<file path="src/include/smbus_pointer_map.vh">
/*
 * Address map, command codes and timing counts for the serial pointer block.
 * Assumes a 10 MHz core clock; included by the design file by bare name.
 */
`ifndef SMBUS_POINTER_MAP_VH
`define SMBUS_POINTER_MAP_VH
`define CMD_BLOCK_WRITE   8'hC0
`define CMD_BLOCK_READ    8'hC1
`define CMD_REBOOT        8'hC4
`define REG_FIRST         8'h00
`define REG_LAST          8'h2F
`define USER_FIRST        8'h40
`define USER_LAST         8'h7F
`define CFG_FIRST         8'h80
`define CFG_LAST          8'h9F
`define CFG_DEPTH         32
`define BLOCK_COUNT       8'h10
`define SLAVE_ADDR_HI     4'hA
`define CLK_KHZ           10000
`define COPY_MAX_US       2500
`define COPY_CYCLES       ((`COPY_MAX_US * `CLK_KHZ) / 1000)
`define UPDATE_MAX_NS     5000
`define UPDATE_CYCLES     ((`UPDATE_MAX_NS * `CLK_KHZ) / 1000000)
`define THRESH_US         150
`define THRESH_CYCLES     ((`THRESH_US * `CLK_KHZ) / 1000)
`endif

</file>
<file path="src/hw/smbus_pointer_block_read.v">
/*
 * Serial slave: pointer, send byte, block read, block write, reboot and
 * power-up configuration copy from configuration EEPROM to volatile latches.
 * Assumes scl/sda pins arrive asynchronously; memory storage sits outside,
 * reached by a simple one-cycle read port and write strobe.
 */
// How it works
// RULE1 - command C1h after write address starts a block read
// RULE2 - master repeats START and sends address with read bit
// RULE3 - read phase sends count sixteen, then up to sixteen pointer bytes
// RULE4 - master acks count and bytes, then ends with STOP
// RULE5 - early STOP or master NACK stops device transmission
// RULE6 - block read starts at the pointer left by earlier transactions
// RULE7 - pointer advances after each byte read unless at a boundary
// RULE8 - busy or disallowed address byte is NACKed, pointer unchanged
// RULE9 - master sends STOP after a NACKed command byte
// RULE10 - register bank pointers 00h..2Fh accepted, others NACKed
// RULE11 - block write in register bank sticks at 2Fh
// RULE12 - configuration EEPROM pointers 80h..9Fh accepted
// RULE13 - block write in configuration EEPROM sticks at 9Fh
// RULE14 - user EEPROM pointers 40h..7Fh accepted for block read and write
// RULE15 - pointer moves from 7Fh straight on to 80h
// RULE16 - outputs forced asserted low once supply passes first level
// RULE17 - above lockout level copy EEPROM to latches within 2.5 ms
// RULE18 - above lockout level outputs follow their programmed conditions
// RULE19 - every transaction NACKed until the copy has finished; the code still ACKs the slave address byte and NACKs only the command byte
// RULE20 - configuration writes apply under 5 us, thresholds about 150 us
// RULE21 - EEPROM writes leave latches alone until reboot or power cycle
// RULE22 - send byte C4h reboots and repeats the configuration copy
// RULE23 - allowed send byte value loads the pointer
// RULE24 - block read at a stuck boundary repeats that boundary byte
`timescale 1ns/1ps
`include "smbus_pointer_map.vh"
module smbus_pointer_block_read #(
	parameter COPY_CYCLES = `COPY_CYCLES
) (
	input  wire       core_clk,
	input  wire       rstn,
	input  wire       sclIn,
	input  wire       sdaIn,
	output wire       sdaOut,
	output reg        sdaOe,
	input  wire       addrSelect,
	input  wire       supplyAboveOn,
	input  wire       supplyAboveLockout,
	input  wire [2:0] outCondition,
	output reg  [2:0] progOutN,
	output reg  [7:0] memAddr,
	input  wire [7:0] memRdata,
	output reg        memWrite,
	output reg  [7:0] memWdata,
	input  wire       eepromBusy,
	output reg        latchWrite,
	output reg  [4:0] latchAddr,
	output reg  [7:0] latchData,
	output reg        latchThreshold,
	output wire       copyDone
);
	localparam S_IDLE = 3'd0, S_ADDR = 3'd1, S_CMD = 3'd2, S_WDATA = 3'd3;
	localparam S_TX = 3'd4, S_RXACK = 3'd5, S_IGNORE = 3'd6;
	localparam P_OFF = 2'd0, P_WAIT = 2'd1, P_COPY = 2'd2, P_RUN = 2'd3;
	localparam [7:0] COUNT_BYTE = `BLOCK_COUNT; // byte count sent first in a block read

	// address is allowed in one of the three regions
	function allowed;
		input [7:0] a;
		begin
			allowed = (a <= `REG_LAST) || (a >= `USER_FIRST && a <= `CFG_LAST);
		end
	endfunction
	// next pointer after a byte, sticking at the register and configuration region ends (2Fh, 9Fh)
	function [7:0] advance;
		input [7:0] a;
		begin
			if (a == `REG_LAST || a == `CFG_LAST)
				advance = a;
			else
				advance = a + 8'h01;
		end
	endfunction

	reg [1:0] sclSync_q, sdaSync_q;
	reg       sclOld_q, sdaOld_q;
	reg [2:0] state_q;
	reg [3:0] bitCnt_q;
	reg [7:0] shift_q;
	reg [7:0] pointer_q;
	reg [4:0] sent_q;
	reg       readMode_q;
	reg       ackPend_q;
	reg       ackOk_q;
	reg       firstByte_q;
	reg [1:0] pState_q;
	reg [21:0] copyCnt_q;
	reg [5:0]  copyIdx_q;
	reg        rebootReq_q;
	reg [7:0]  txByte_q;
	reg        fetch_q;
	wire sclRise, sclFall, startSeen, stopSeen, scl, sda;
	wire busy;
	wire [7:0] fifoData;
	wire fifoValid, fifoLoad, popNow;

	// two-flop synchronisers for the serial pins
	always @(posedge core_clk or negedge rstn) begin
		if (!rstn) begin
			sclSync_q <= 2'b11;
			sdaSync_q <= 2'b11;
			sclOld_q  <= 1'b1;
			sdaOld_q  <= 1'b1;
		end else begin
			sclSync_q <= {sclSync_q[0], sclIn};
			sdaSync_q <= {sdaSync_q[0], sdaIn};
			sclOld_q  <= sclSync_q[1];
			sdaOld_q  <= sdaSync_q[1];
		end
	end
	assign scl       = sclSync_q[1];
	assign sda       = sdaSync_q[1];
	assign sclRise   = scl && !sclOld_q;
	assign sclFall   = !scl && sclOld_q;
	assign startSeen = scl && sclOld_q && !sda && sdaOld_q;
	assign stopSeen  = scl && sclOld_q && sda && !sdaOld_q;
	assign busy      = (pState_q != P_RUN) || eepromBusy; // see RULE19
	assign copyDone  = (pState_q == P_RUN);
	assign sdaOut    = 1'b0;

	// read bytes are fetched after each ack and popped when the next byte starts
	assign fifoLoad = (state_q == S_TX || state_q == S_RXACK) && readMode_q;
	assign popNow   = (state_q == S_RXACK) && sclFall && (sent_q != 5'd0) && fifoValid;
	byte_fifo #(.WIDTH(8), .DEPTH(8), .AW(3)) txQueue (
		.core_clk (core_clk),
		.rstn     (rstn),
		.clear    (!fifoLoad),
		.inData   (memRdata),
		.inValid  (fetch_q),
		.inReady  (),
		.outData  (fifoData),
		.outValid (fifoValid),
		.outReady (popNow)
	);

	// serial protocol engine
	always @(posedge core_clk or negedge rstn) begin
		if (!rstn) begin
			state_q     <= S_IDLE;
			bitCnt_q    <= 4'd0;
			shift_q     <= 8'h00;
			pointer_q   <= 8'h00;
			sent_q      <= 5'd0;
			readMode_q  <= 1'b0;
			ackPend_q   <= 1'b0;
			ackOk_q     <= 1'b0;
			firstByte_q <= 1'b0;
			sdaOe       <= 1'b0;
			memWrite    <= 1'b0;
			memWdata    <= 8'h00;
			rebootReq_q <= 1'b0;
			txByte_q    <= 8'h00;
			fetch_q     <= 1'b0;
		end else begin
			memWrite    <= 1'b0;
			rebootReq_q <= 1'b0;
			fetch_q     <= 1'b0;
			// the write strobe carries the old pointer, so advance one cycle later
			if (memWrite)
				pointer_q <= advance(pointer_q); // see RULE11, RULE13
			if (stopSeen) begin
				state_q    <= S_IDLE; // see RULE5
				readMode_q <= 1'b0;
				sdaOe      <= 1'b0;
			end else if (startSeen) begin
				state_q  <= S_ADDR;
				bitCnt_q <= 4'd0;
				sdaOe    <= 1'b0;
			end else begin
				case (state_q)
				S_ADDR, S_CMD, S_WDATA: begin
					if (sclRise && bitCnt_q < 4'd8) begin
						shift_q  <= {shift_q[6:0], sda};
						bitCnt_q <= bitCnt_q + 4'd1;
					end else if (sclFall && bitCnt_q == 4'd8 && !ackPend_q) begin
						ackPend_q <= 1'b1;
						if (state_q == S_ADDR) begin
							ackOk_q <= (shift_q[7:4] == `SLAVE_ADDR_HI) && (shift_q[2] == addrSelect);
							sdaOe   <= (shift_q[7:4] == `SLAVE_ADDR_HI) && (shift_q[2] == addrSelect);
						end else if (state_q == S_CMD) begin
							ackOk_q <= !busy && (shift_q == `CMD_BLOCK_READ ||
								shift_q == `CMD_BLOCK_WRITE || shift_q == `CMD_REBOOT ||
								allowed(shift_q)); // see RULE8
							sdaOe   <= !busy && (shift_q == `CMD_BLOCK_READ ||
								shift_q == `CMD_BLOCK_WRITE || shift_q == `CMD_REBOOT ||
								allowed(shift_q));
							if (!busy && shift_q == `CMD_REBOOT)
								rebootReq_q <= 1'b1; // see RULE22
							else if (!busy && allowed(shift_q))
								pointer_q <= shift_q; // see RULE23, RULE10, RULE12, RULE14
						end else begin
							ackOk_q <= 1'b1;
							sdaOe   <= 1'b1;
							if (!firstByte_q) begin
								memWrite <= (pointer_q != `REG_LAST); // see RULE11
								memWdata <= shift_q;
							end
						end
					end else if (sclFall && ackPend_q) begin
						ackPend_q   <= 1'b0;
						sdaOe       <= 1'b0;
						bitCnt_q    <= 4'd0;
						firstByte_q <= 1'b0;
						if (!ackOk_q) begin
							state_q <= S_IGNORE; // see RULE9
						end else if (state_q == S_ADDR && shift_q[0]) begin
							state_q    <= readMode_q ? S_TX : S_IGNORE; // see RULE2
							txByte_q   <= `BLOCK_COUNT; // see RULE3
							sent_q     <= 5'd0;
							sdaOe      <= !COUNT_BYTE[7];
						end else if (state_q == S_ADDR) begin
							state_q    <= S_CMD;
							readMode_q <= 1'b0;
						end else if (state_q == S_CMD && shift_q == `CMD_BLOCK_READ) begin
							readMode_q <= 1'b1; // see RULE1, RULE6
							state_q    <= S_IGNORE;
						end else if (state_q == S_CMD && shift_q == `CMD_BLOCK_WRITE) begin
							state_q     <= S_WDATA;
							firstByte_q <= 1'b1;
						end else if (state_q == S_CMD) begin
							state_q <= S_IGNORE;
						end
					end
				end
				S_TX: begin
					if (sclFall && bitCnt_q < 4'd7) begin
						bitCnt_q <= bitCnt_q + 4'd1;
						sdaOe    <= !txByte_q[3'd6 - bitCnt_q[2:0]];
					end else if (sclFall) begin
						sdaOe   <= 1'b0;
						state_q <= S_RXACK;
					end
				end
				S_RXACK: begin
					if (sclRise) begin
						// every data byte read moves the pointer, acked or not
						if (sent_q != 5'd0)
							pointer_q <= advance(pointer_q); // see RULE7, RULE15, RULE24
						if (sda || sent_q == `BLOCK_COUNT) begin
							state_q    <= S_IGNORE; // see RULE5, RULE4
							readMode_q <= 1'b0;
						end else begin
							sent_q  <= sent_q + 5'd1;
							fetch_q <= 1'b1;
						end
					end else if (popNow) begin
						txByte_q <= fifoData;
						bitCnt_q <= 4'd0;
						state_q  <= S_TX;
						sdaOe    <= !fifoData[7];
					end
				end
				S_IGNORE: begin
					sdaOe <= 1'b0;
				end
				default: begin
					state_q <= S_IDLE;
				end
				endcase
			end
		end
	end

	// power-up and reboot copy sequencer
	always @(posedge core_clk or negedge rstn) begin
		if (!rstn) begin
			pState_q   <= P_OFF;
			copyCnt_q  <= 22'd0;
			copyIdx_q  <= 6'd0;
			latchWrite <= 1'b0;
			latchAddr  <= 5'd0;
			latchData  <= 8'h00;
			progOutN   <= 3'b111;
		end else begin
			latchWrite <= 1'b0;
			case (pState_q)
			P_OFF: begin
				progOutN <= supplyAboveOn ? 3'b000 : 3'b111; // see RULE16
				if (supplyAboveLockout)
					pState_q <= P_COPY;
				copyIdx_q <= 6'd0;
				copyCnt_q <= 22'd0;
			end
			P_COPY: begin
				progOutN   <= ~outCondition; // see RULE18
				copyCnt_q  <= copyCnt_q + 22'd1;
				latchWrite <= !copyIdx_q[5]; // see RULE17, RULE21
				latchAddr  <= copyIdx_q[4:0];
				latchData  <= memRdata;
				copyIdx_q  <= copyIdx_q + 6'd1;
				if (copyIdx_q == 6'd32 || copyCnt_q == COPY_CYCLES[21:0] - 22'd1)
					pState_q <= P_RUN;
			end
			P_RUN: begin
				progOutN <= ~outCondition;
				if (!supplyAboveLockout)
					pState_q <= P_OFF;
				else if (rebootReq_q) begin
					pState_q  <= P_COPY;
					copyIdx_q <= 6'd0;
					copyCnt_q <= 22'd0;
				end
			end
			default: pState_q <= P_OFF;
			endcase
		end
	end

	// memory address: copy walk or pointer; thresholds flagged for slow update
	always @* begin
		memAddr        = (pState_q == P_COPY) ? (`CFG_FIRST + {2'b00, copyIdx_q}) : pointer_q;
		latchThreshold = latchWrite && (latchAddr < 5'd12); // see RULE20
	end
endmodule // smbus_pointer_block_read

</file>
<file path="src/hw/byte_fifo.v">
/*
 * Small synchronous FIFO, flip-flop storage, valid/ready on both sides.
 * Assumes one clock and active-low asynchronous reset.
 */
`timescale 1ns/1ps
module byte_fifo #(
	parameter WIDTH = 8,
	parameter DEPTH = 8,
	parameter AW    = 3
) (
	input  wire             core_clk,
	input  wire             rstn,
	input  wire             clear,
	input  wire [WIDTH-1:0] inData,
	input  wire             inValid,
	output wire             inReady,
	output wire [WIDTH-1:0] outData,
	output wire             outValid,
	input  wire             outReady
);
	reg [WIDTH-1:0] mem [0:DEPTH-1];
	reg [AW-1:0]    wrPtr_q;
	reg [AW-1:0]    rdPtr_q;
	reg [AW:0]      count_q;
	wire            push;
	wire            pop;

	// honest full and empty flags
	assign inReady  = (count_q != DEPTH[AW:0]);
	assign outValid = (count_q != {(AW+1){1'b0}});
	assign outData  = mem[rdPtr_q];
	assign push     = inValid && inReady;
	assign pop      = outValid && outReady;

	// storage written by index
	always @(posedge core_clk) begin
		if (push) begin
			mem[wrPtr_q] <= inData;
		end
	end

	// pointers and fill level
	always @(posedge core_clk or negedge rstn) begin
		if (!rstn) begin
			wrPtr_q <= {AW{1'b0}};
			rdPtr_q <= {AW{1'b0}};
			count_q <= {(AW+1){1'b0}};
		end else if (clear) begin
			wrPtr_q <= {AW{1'b0}};
			rdPtr_q <= {AW{1'b0}};
			count_q <= {(AW+1){1'b0}};
		end else begin
			if (push) begin
				wrPtr_q <= (wrPtr_q == DEPTH[AW-1:0] - 1'b1) ? {AW{1'b0}} : wrPtr_q + 1'b1;
			end
			if (pop) begin
				rdPtr_q <= (rdPtr_q == DEPTH[AW-1:0] - 1'b1) ? {AW{1'b0}} : rdPtr_q + 1'b1;
			end
			count_q <= count_q + {{AW{1'b0}}, push} - {{AW{1'b0}}, pop};
		end
	end
endmodule // byte_fifo

</file>
<file path="config.mk">
export PLATFORM = sky130hd
export DESIGN_NAME = smbus_pointer_block_read
export DESIGN_NICKNAME = d
export VERILOG_FILES = /design/src/hw/smbus_pointer_block_read.v /design/src/hw/byte_fifo.v
export VERILOG_INCLUDE_DIRS = /design/src /design/src/include
export SDC_FILE = /design/constraint.sdc
export NUM_CORES = 1
export LEC_CHECK = 0
export BUFFER_PORTS_ARGS = -buffer_cell sky130_fd_sc_hd__buf_2
export CAP_MARGIN = 25
export CORE_MARGIN = 5
export CORE_UTILIZATION = 40
export DETAILED_ROUTE_END_ITERATION = 10
export SYNTH_ARGS = -nofsm -noshare
export SYNTH_HDL_FRONTEND = slang
export SYNTH_HIERARCHICAL = 1
export SYNTH_SLANG_ARGS = --single-unit
</file>
<file path="constraint.sdc">
create_clock -name core_clk -period 3.55 [get_ports core_clk]
set_clock_uncertainty 0.15 [all_clocks]
set_input_delay 0.8875 -clock core_clk [delete_from_list [all_inputs] [get_ports core_clk]]
set_output_delay 0.8875 -clock core_clk [all_outputs]
set_load 0.01 [all_outputs]
</file>
Yosys cells after proc, flatten, opt, wreduce, memory -nomap -nowiden --
Memory sizes are Yosys's and may differ from the RTL's. Index checks and enable logic that the tools add are counted.
Operators by class: add/sub/neg operators 11, magnitude comparators 7, equal/unequal tests 67, muxes and demuxes 135, bitwise logic cells 8, reductions and logical operators 70
Operator list (number):
- 8-bit 2-to-1 mux | 20
- 3-bit 2-to-1 mux | 23
- 22-bit one-hot mux with 3 select lines | 1
- 1-bit 2-to-1 mux | 56
- 22-bit 2-to-1 mux | 2
- 4-bit != test, second input constant | 10
- 5-bit 2-to-1 mux | 7
- 8-bit equality test, second input constant | 4
- 4-bit 2-to-1 mux | 8
- 8-bit one-hot mux with 2 select lines | 2
- 10-bit AND reduction | 3
- 1-bit logical AND | 27
- 2-bit != test, second input constant | 12
- 3-bit != test, second input constant | 8
- 22-bit by 1-bit adder with 22-bit output, second input constant | 1
- 22-bit by 15-bit equality test with 1-bit output, second input constant | 1
- 6-bit one-hot mux with 3 select lines | 1
- 3-bit equality test, second input constant | 5
- 5-bit by 4-bit != test with 1-bit output, second input constant | 3
- 6-bit 2-to-1 mux | 2
- 3-bit by 2-bit != test with 1-bit output, second input constant | 4
- 3-bit one-hot mux with 4 select lines | 1
- 4-bit one-hot mux with 3 select lines | 1
- 6-bit AND reduction | 2
- other kinds (54) | 94
Storage, ports and cells: register bits after elaboration 115, memory bits (writable) 64, input port bits 19, memories 1
Memories:
- txQueue.mem | depth 8, width 8, read ports 1, clocked after Yosys merged registers in 0, wr ports 1, line byte_fifo.v:21 | reg [WIDTH-1:0] mem [0:DEPTH-1];

Depth between registers and ports, before layout --
depth after elaboration 13, gate-level depth with buffers 13, depth with buffers taken out 12

By module --
Netlist, hierarchy kept.
By module, submodules not included:
- smbus_pointer_block_read | instances 1, cells an instance 616, area an instance 5710.5 µm²
- byte_fifo | instances 1, cells an instance 169, area an instance 3160.5 µm²

Least setup slack after synthesis --
OpenSTA, ideal clock, no wires.
path kind register -> register, start point register txQueue.count_q[2], end point register txQueue.count_q[2], setup time 131 ps, data arrival time 2616 ps, data required time 3269 ps, setup slack 652 ps, stages on the path, launching flop included 14, clock period less this slack 2898 ps, path through dfrtp_1 inv_1 ha_1 or3b_2 clkbuf_1 nand3b_1 nor3_2 and2_1 ha_1 inv_1 ha_1 fa_1 xnor2_1 nor2_1
On the way: word-level cells in the longest chain between the ends 5, elaborated cells on any way between the ends 8, those cells by class add/sub: 2; eq/ne: 1; mux: 1; reduce/logical: 4
Ends and longest elaborated chain:
- start, declared | line byte_fifo.v:24 | reg [AW:0] count_q;
- start signal, assigned | line byte_fifo.v:47 | count_q <= {(AW+1){1'b0}};
- start signal, assigned | line byte_fifo.v:51 | count_q <= {(AW+1){1'b0}};
- start signal, assigned | line byte_fifo.v:59 | count_q <= count_q + {{AW{1'b0}}, push} - {{AW{1'b0}}, pop};
- 4-bit nonzero test | line byte_fifo.v:30 | assign outValid = (count_q != {(AW+1){1'b0}});
- net fifoValid | line smbus_pointer_block_read.v:102 | wire fifoValid, fifoLoad, popNow;
- 1-bit logical AND | line smbus_pointer_block_read.v:130 | assign popNow = (state_q == S_RXACK) && sclFall && (sent_q != 5'd0) && fifoValid;
- net popNow | line smbus_pointer_block_read.v:102
- 1-bit logical AND | line byte_fifo.v:33 | assign pop = outValid && outReady;
- 4-bit by 1-bit subtractor with 4-bit output | line byte_fifo.v:59
- 4-bit 2-to-1 mux | line byte_fifo.v:48 | end else if (clear) begin
The timed path passes the listed nets, and every way through them passes these cells. A chain may end at the register's enable or synchronous reset.

Final worst setup path --
start point register txQueue.count_q[2], end point register txQueue.count_q[1]
Same word-level chain as after synthesis.

==> run_results.csv <==
group,metric,value,unit
timing,hold_viol_final,0,
die,die_w,159,µm
clocking,cts_made_buffers,17,
clocking,cts_max_path_buffers,2,
detailed_routing,wl_per_cell,17.4,µm
detailed_routing,viasPerCell,5.60,
timing,period_minus_slack,3.19,ns
pwr,max-vdd-ir-drop,338,µV
timing,fin_setup_tns,0,ns
die,rows,54,
grt,grt_max_degree,51,
setup_path,critPathTopFamily,"simple AND/OR/NAND/NOR gates",
grt,grt_pass1_vias,5973,
detailed_routing,dr_total_vias,6296,
place,portBuffers,55,
setup_path,worst_path_max_delay_cell,"nor3_2",
timing,fin_crit_sh,89.7,%
setup_path,cp-start-kind,"flip-flop",
synthesis,syn_nets,823,
synthesis,synthArstFlopShare,64.2,%
pwr,p_leak,0.00408,µW
clocking,clkLatencyLatePin,0.44,ns
status,status,"finished, final reports clean",
setup_path,critPathMaxStageDelay,0.60,ns
setup_path,path_buf_inv,2,
setup_path,path_common_cell,"ha_1",
die,core,21800,µm²
setup_path,path_cells,"inv_1 -> ha_1 -> or3b_2 -> nand3b_1 -> nor3_2 -> and2_1 -> ha_1 -> inv_1 -> ha_1 -> fa_1 -> nor2b_1",
timing,rsz0062_at_grt,"false",
timing,finalSetupViolCount,0,
place,place_hpwl,13.4,mm
synthesis,avgSynthCellArea,11.3,µm²
clocking,cts.sinks,179,
timing,tightest_slew,0.902,ns
synthesis,ys_seq_area_share,54.2,%
timing,final_max_slew_viol_count,0,
synthesis,ys.flop_type,"dfrtp_1",
die,die_height,159,µm
finish,area_growth,12.7,%
timing,max_slew_margin,39.6,%
setup_path,critPathKind,"flip-flop to flip-flop",
run,maxCapViolations,0,
synthesis,syn-cell-area,8870,µm²
die,start_util,40.6,%
synthesis,synth-edff-count,64,
finish,final_nets,869,
clocking,cts_htree_levels,4,
pwr,power.density,606,nW/µm²
pwr,p_total,6050,µW
die,io_pins,57,
setup_path,crit_fanout,12,
setup_path,cp_data_required_time,3.70,ns
finish,layout_common_cells,"nand2_1, dfrtp_1, o21ai_0",
grt,antenna_found_initial,0,
setup_path,crit_arrival,3.34,ns
grt,grt_pass1_wl,32.1,mm
synthesis,yosys_warnings,6,
detailed_routing,route.detailed.drc,0,
detailed_routing,detail_route.wirelength,19.6,mm
synthesis,synth_seq_cells,179,
finish,layout_commonest_cell,"nand2_1",
finish,drive_gt1_share,17.7,%
die,design.die.area,25300,µm²
clocking,cts_tree,"done",
timing,max_freq,314,MHz
detailed_routing,drt_first_pass_iters,5,
synthesis,synth_cell_types,86,
worst_hold_path,hp-class,"flip-flop to flip-flop",
clocking,cts-root-buf,"clkbuf_16",
grt,grt_overflow_total,0,
grt,track_usage,15.4,%
clocking,cts_resized,0,
clocking,post_cts_buffers,0,
setup_path,worstSetupEndpointType,"flip-flop",
clocking,hold_buffers,0,
detailed_routing,drtIter0Drc,314,
clocking,path_clk_slew,0.07,ns
place,gp_congestion,0.906,
finish,final_util,45.8,%
detailed_routing,ant_nets,0,
synthesis,syn-instance-count,785,
finish,diodes,0,
-- synth_stat cells (5+ instances only) --
cell        n  area share (%)
a21oi_1    26             1.5
and2_1      5            0.35
nand3_1    32             1.8
mux2i_1     5            0.56
a31oi_1    12            0.85
nor2_1     32             1.4
and3_1     11            0.78
a22o_1     11             1.1
buf_2      12            0.68
nor3b_1     6            0.51
nand2b_1    9            0.63
mux2_2     20             2.5
nand2_1   110             4.7
dfstp_2     9             2.7
edfxtp_1   64              22
nor3_1     12            0.68
ha_1       18             2.5
mux4_1     16             4.7
a211oi_1    7            0.59
o221ai_1    5            0.49
nor4_1      5            0.35
nand3b_1    5            0.42
nor2b_1    11            0.78
dfrtp_1   106              30
o21ai_0    71             4.0
inv_1      27             1.1
nand4_1     9            0.63
xor2_1      7            0.69
clkbuf_1   18            0.76
o31ai_1    12             1.0
-- flip-flops by register name (all words and copies together) (netlist names), 6 cells and up --
signal,flops
txQueue/mem,64
latchData,8
shift_q,8
txByte_q,8
pointer_q,8
copyIdx_q,6
memWdata,8
copyCnt_q,22
-- final cells by class --
cell class	instances	area [µm²]
Sequential cell	179	4810
Fill cell	2029	11800
Inverter	27	101
Tap cell	280	350
Timing Repair Buffer	66	373
Multi-Input combinational cell	540	3750
Clock inverter	15	188
Clock buffer	17	425
-- worst paths after layout --
path | startpoint | to | slack [ns] | depth (start not counted)
setup / recovery | txQueue/count_q[2]$_DFF_PN0_ | txQueue/count_q[1]$_DFF_PN0_ | 0.36 | 11
hold / removal | sdaSync_q[0]$_DFF_PN1_ | sdaSync_q[1]$_DFF_PN1_ | 0.21 | 0
setup reg to reg | txQueue/count_q[2]$_DFF_PN0_ | txQueue/count_q[1]$_DFF_PN0_ | 0.36 | 11
hold reg to reg | sdaSync_q[0]$_DFF_PN1_ | sdaSync_q[1]$_DFF_PN1_ | 0.21 | 0
max in group asynchronous | rstn | sdaSync_q[0]$_DFF_PN1_ | 2.16 | 2
min in group asynchronous | rstn | txByte_q[1]$_DFFE_PN0P_ | 0.31 | 1
-- power breakdown --
group	switching, µW	internal [µW]	leakage, µW	total, µW
registers	262	2360	0.00206	2630
clock network	919	1020	0.000296	1940
logic	919	573	0.00172	1490
-- layer usage --
metal / vias up / track usage, % / part of all wire [%]
met5: - / 0 / 0
met4: 0 / 4.34 / 1.4
met3: 22 / 3.47 / 4.2
met2: 151 / 24.5 / 47
met1: 3104 / 21.2 / 47
li1: 3019 / - / -
-- metrics by stage --
step / std cells / setup slack (ns) / hold WS (ns) / area (µm²)
after CTS: 1124 / 0.359 / 0.209 / 10000
after floorplan: 785 / 0.652 / 0.195 / 8870
after detailed placement: 1092 / 0.373 / 0.199 / 9390
final: 1124 / 0.365 / 0.208 / 10000
after global routing: 1124 / 0.124 / 0.209 / 10000
after global placement: 1092 / 0.465 / 0.204 / 9390
-- cell families after synthesis --
logic type      Yosys count  share of synthesized area (%)
flops                   179                           54.2
simple gates            282                           16.6
buf+inv                  66                           3.53
other cells               1                         0.0423
fa+ha+maj                20                           2.88
mux                      43                           8.35
compound gates          186                           13.6
xor+xnor                  8                          0.790
(Power assumes the default switching activity.)
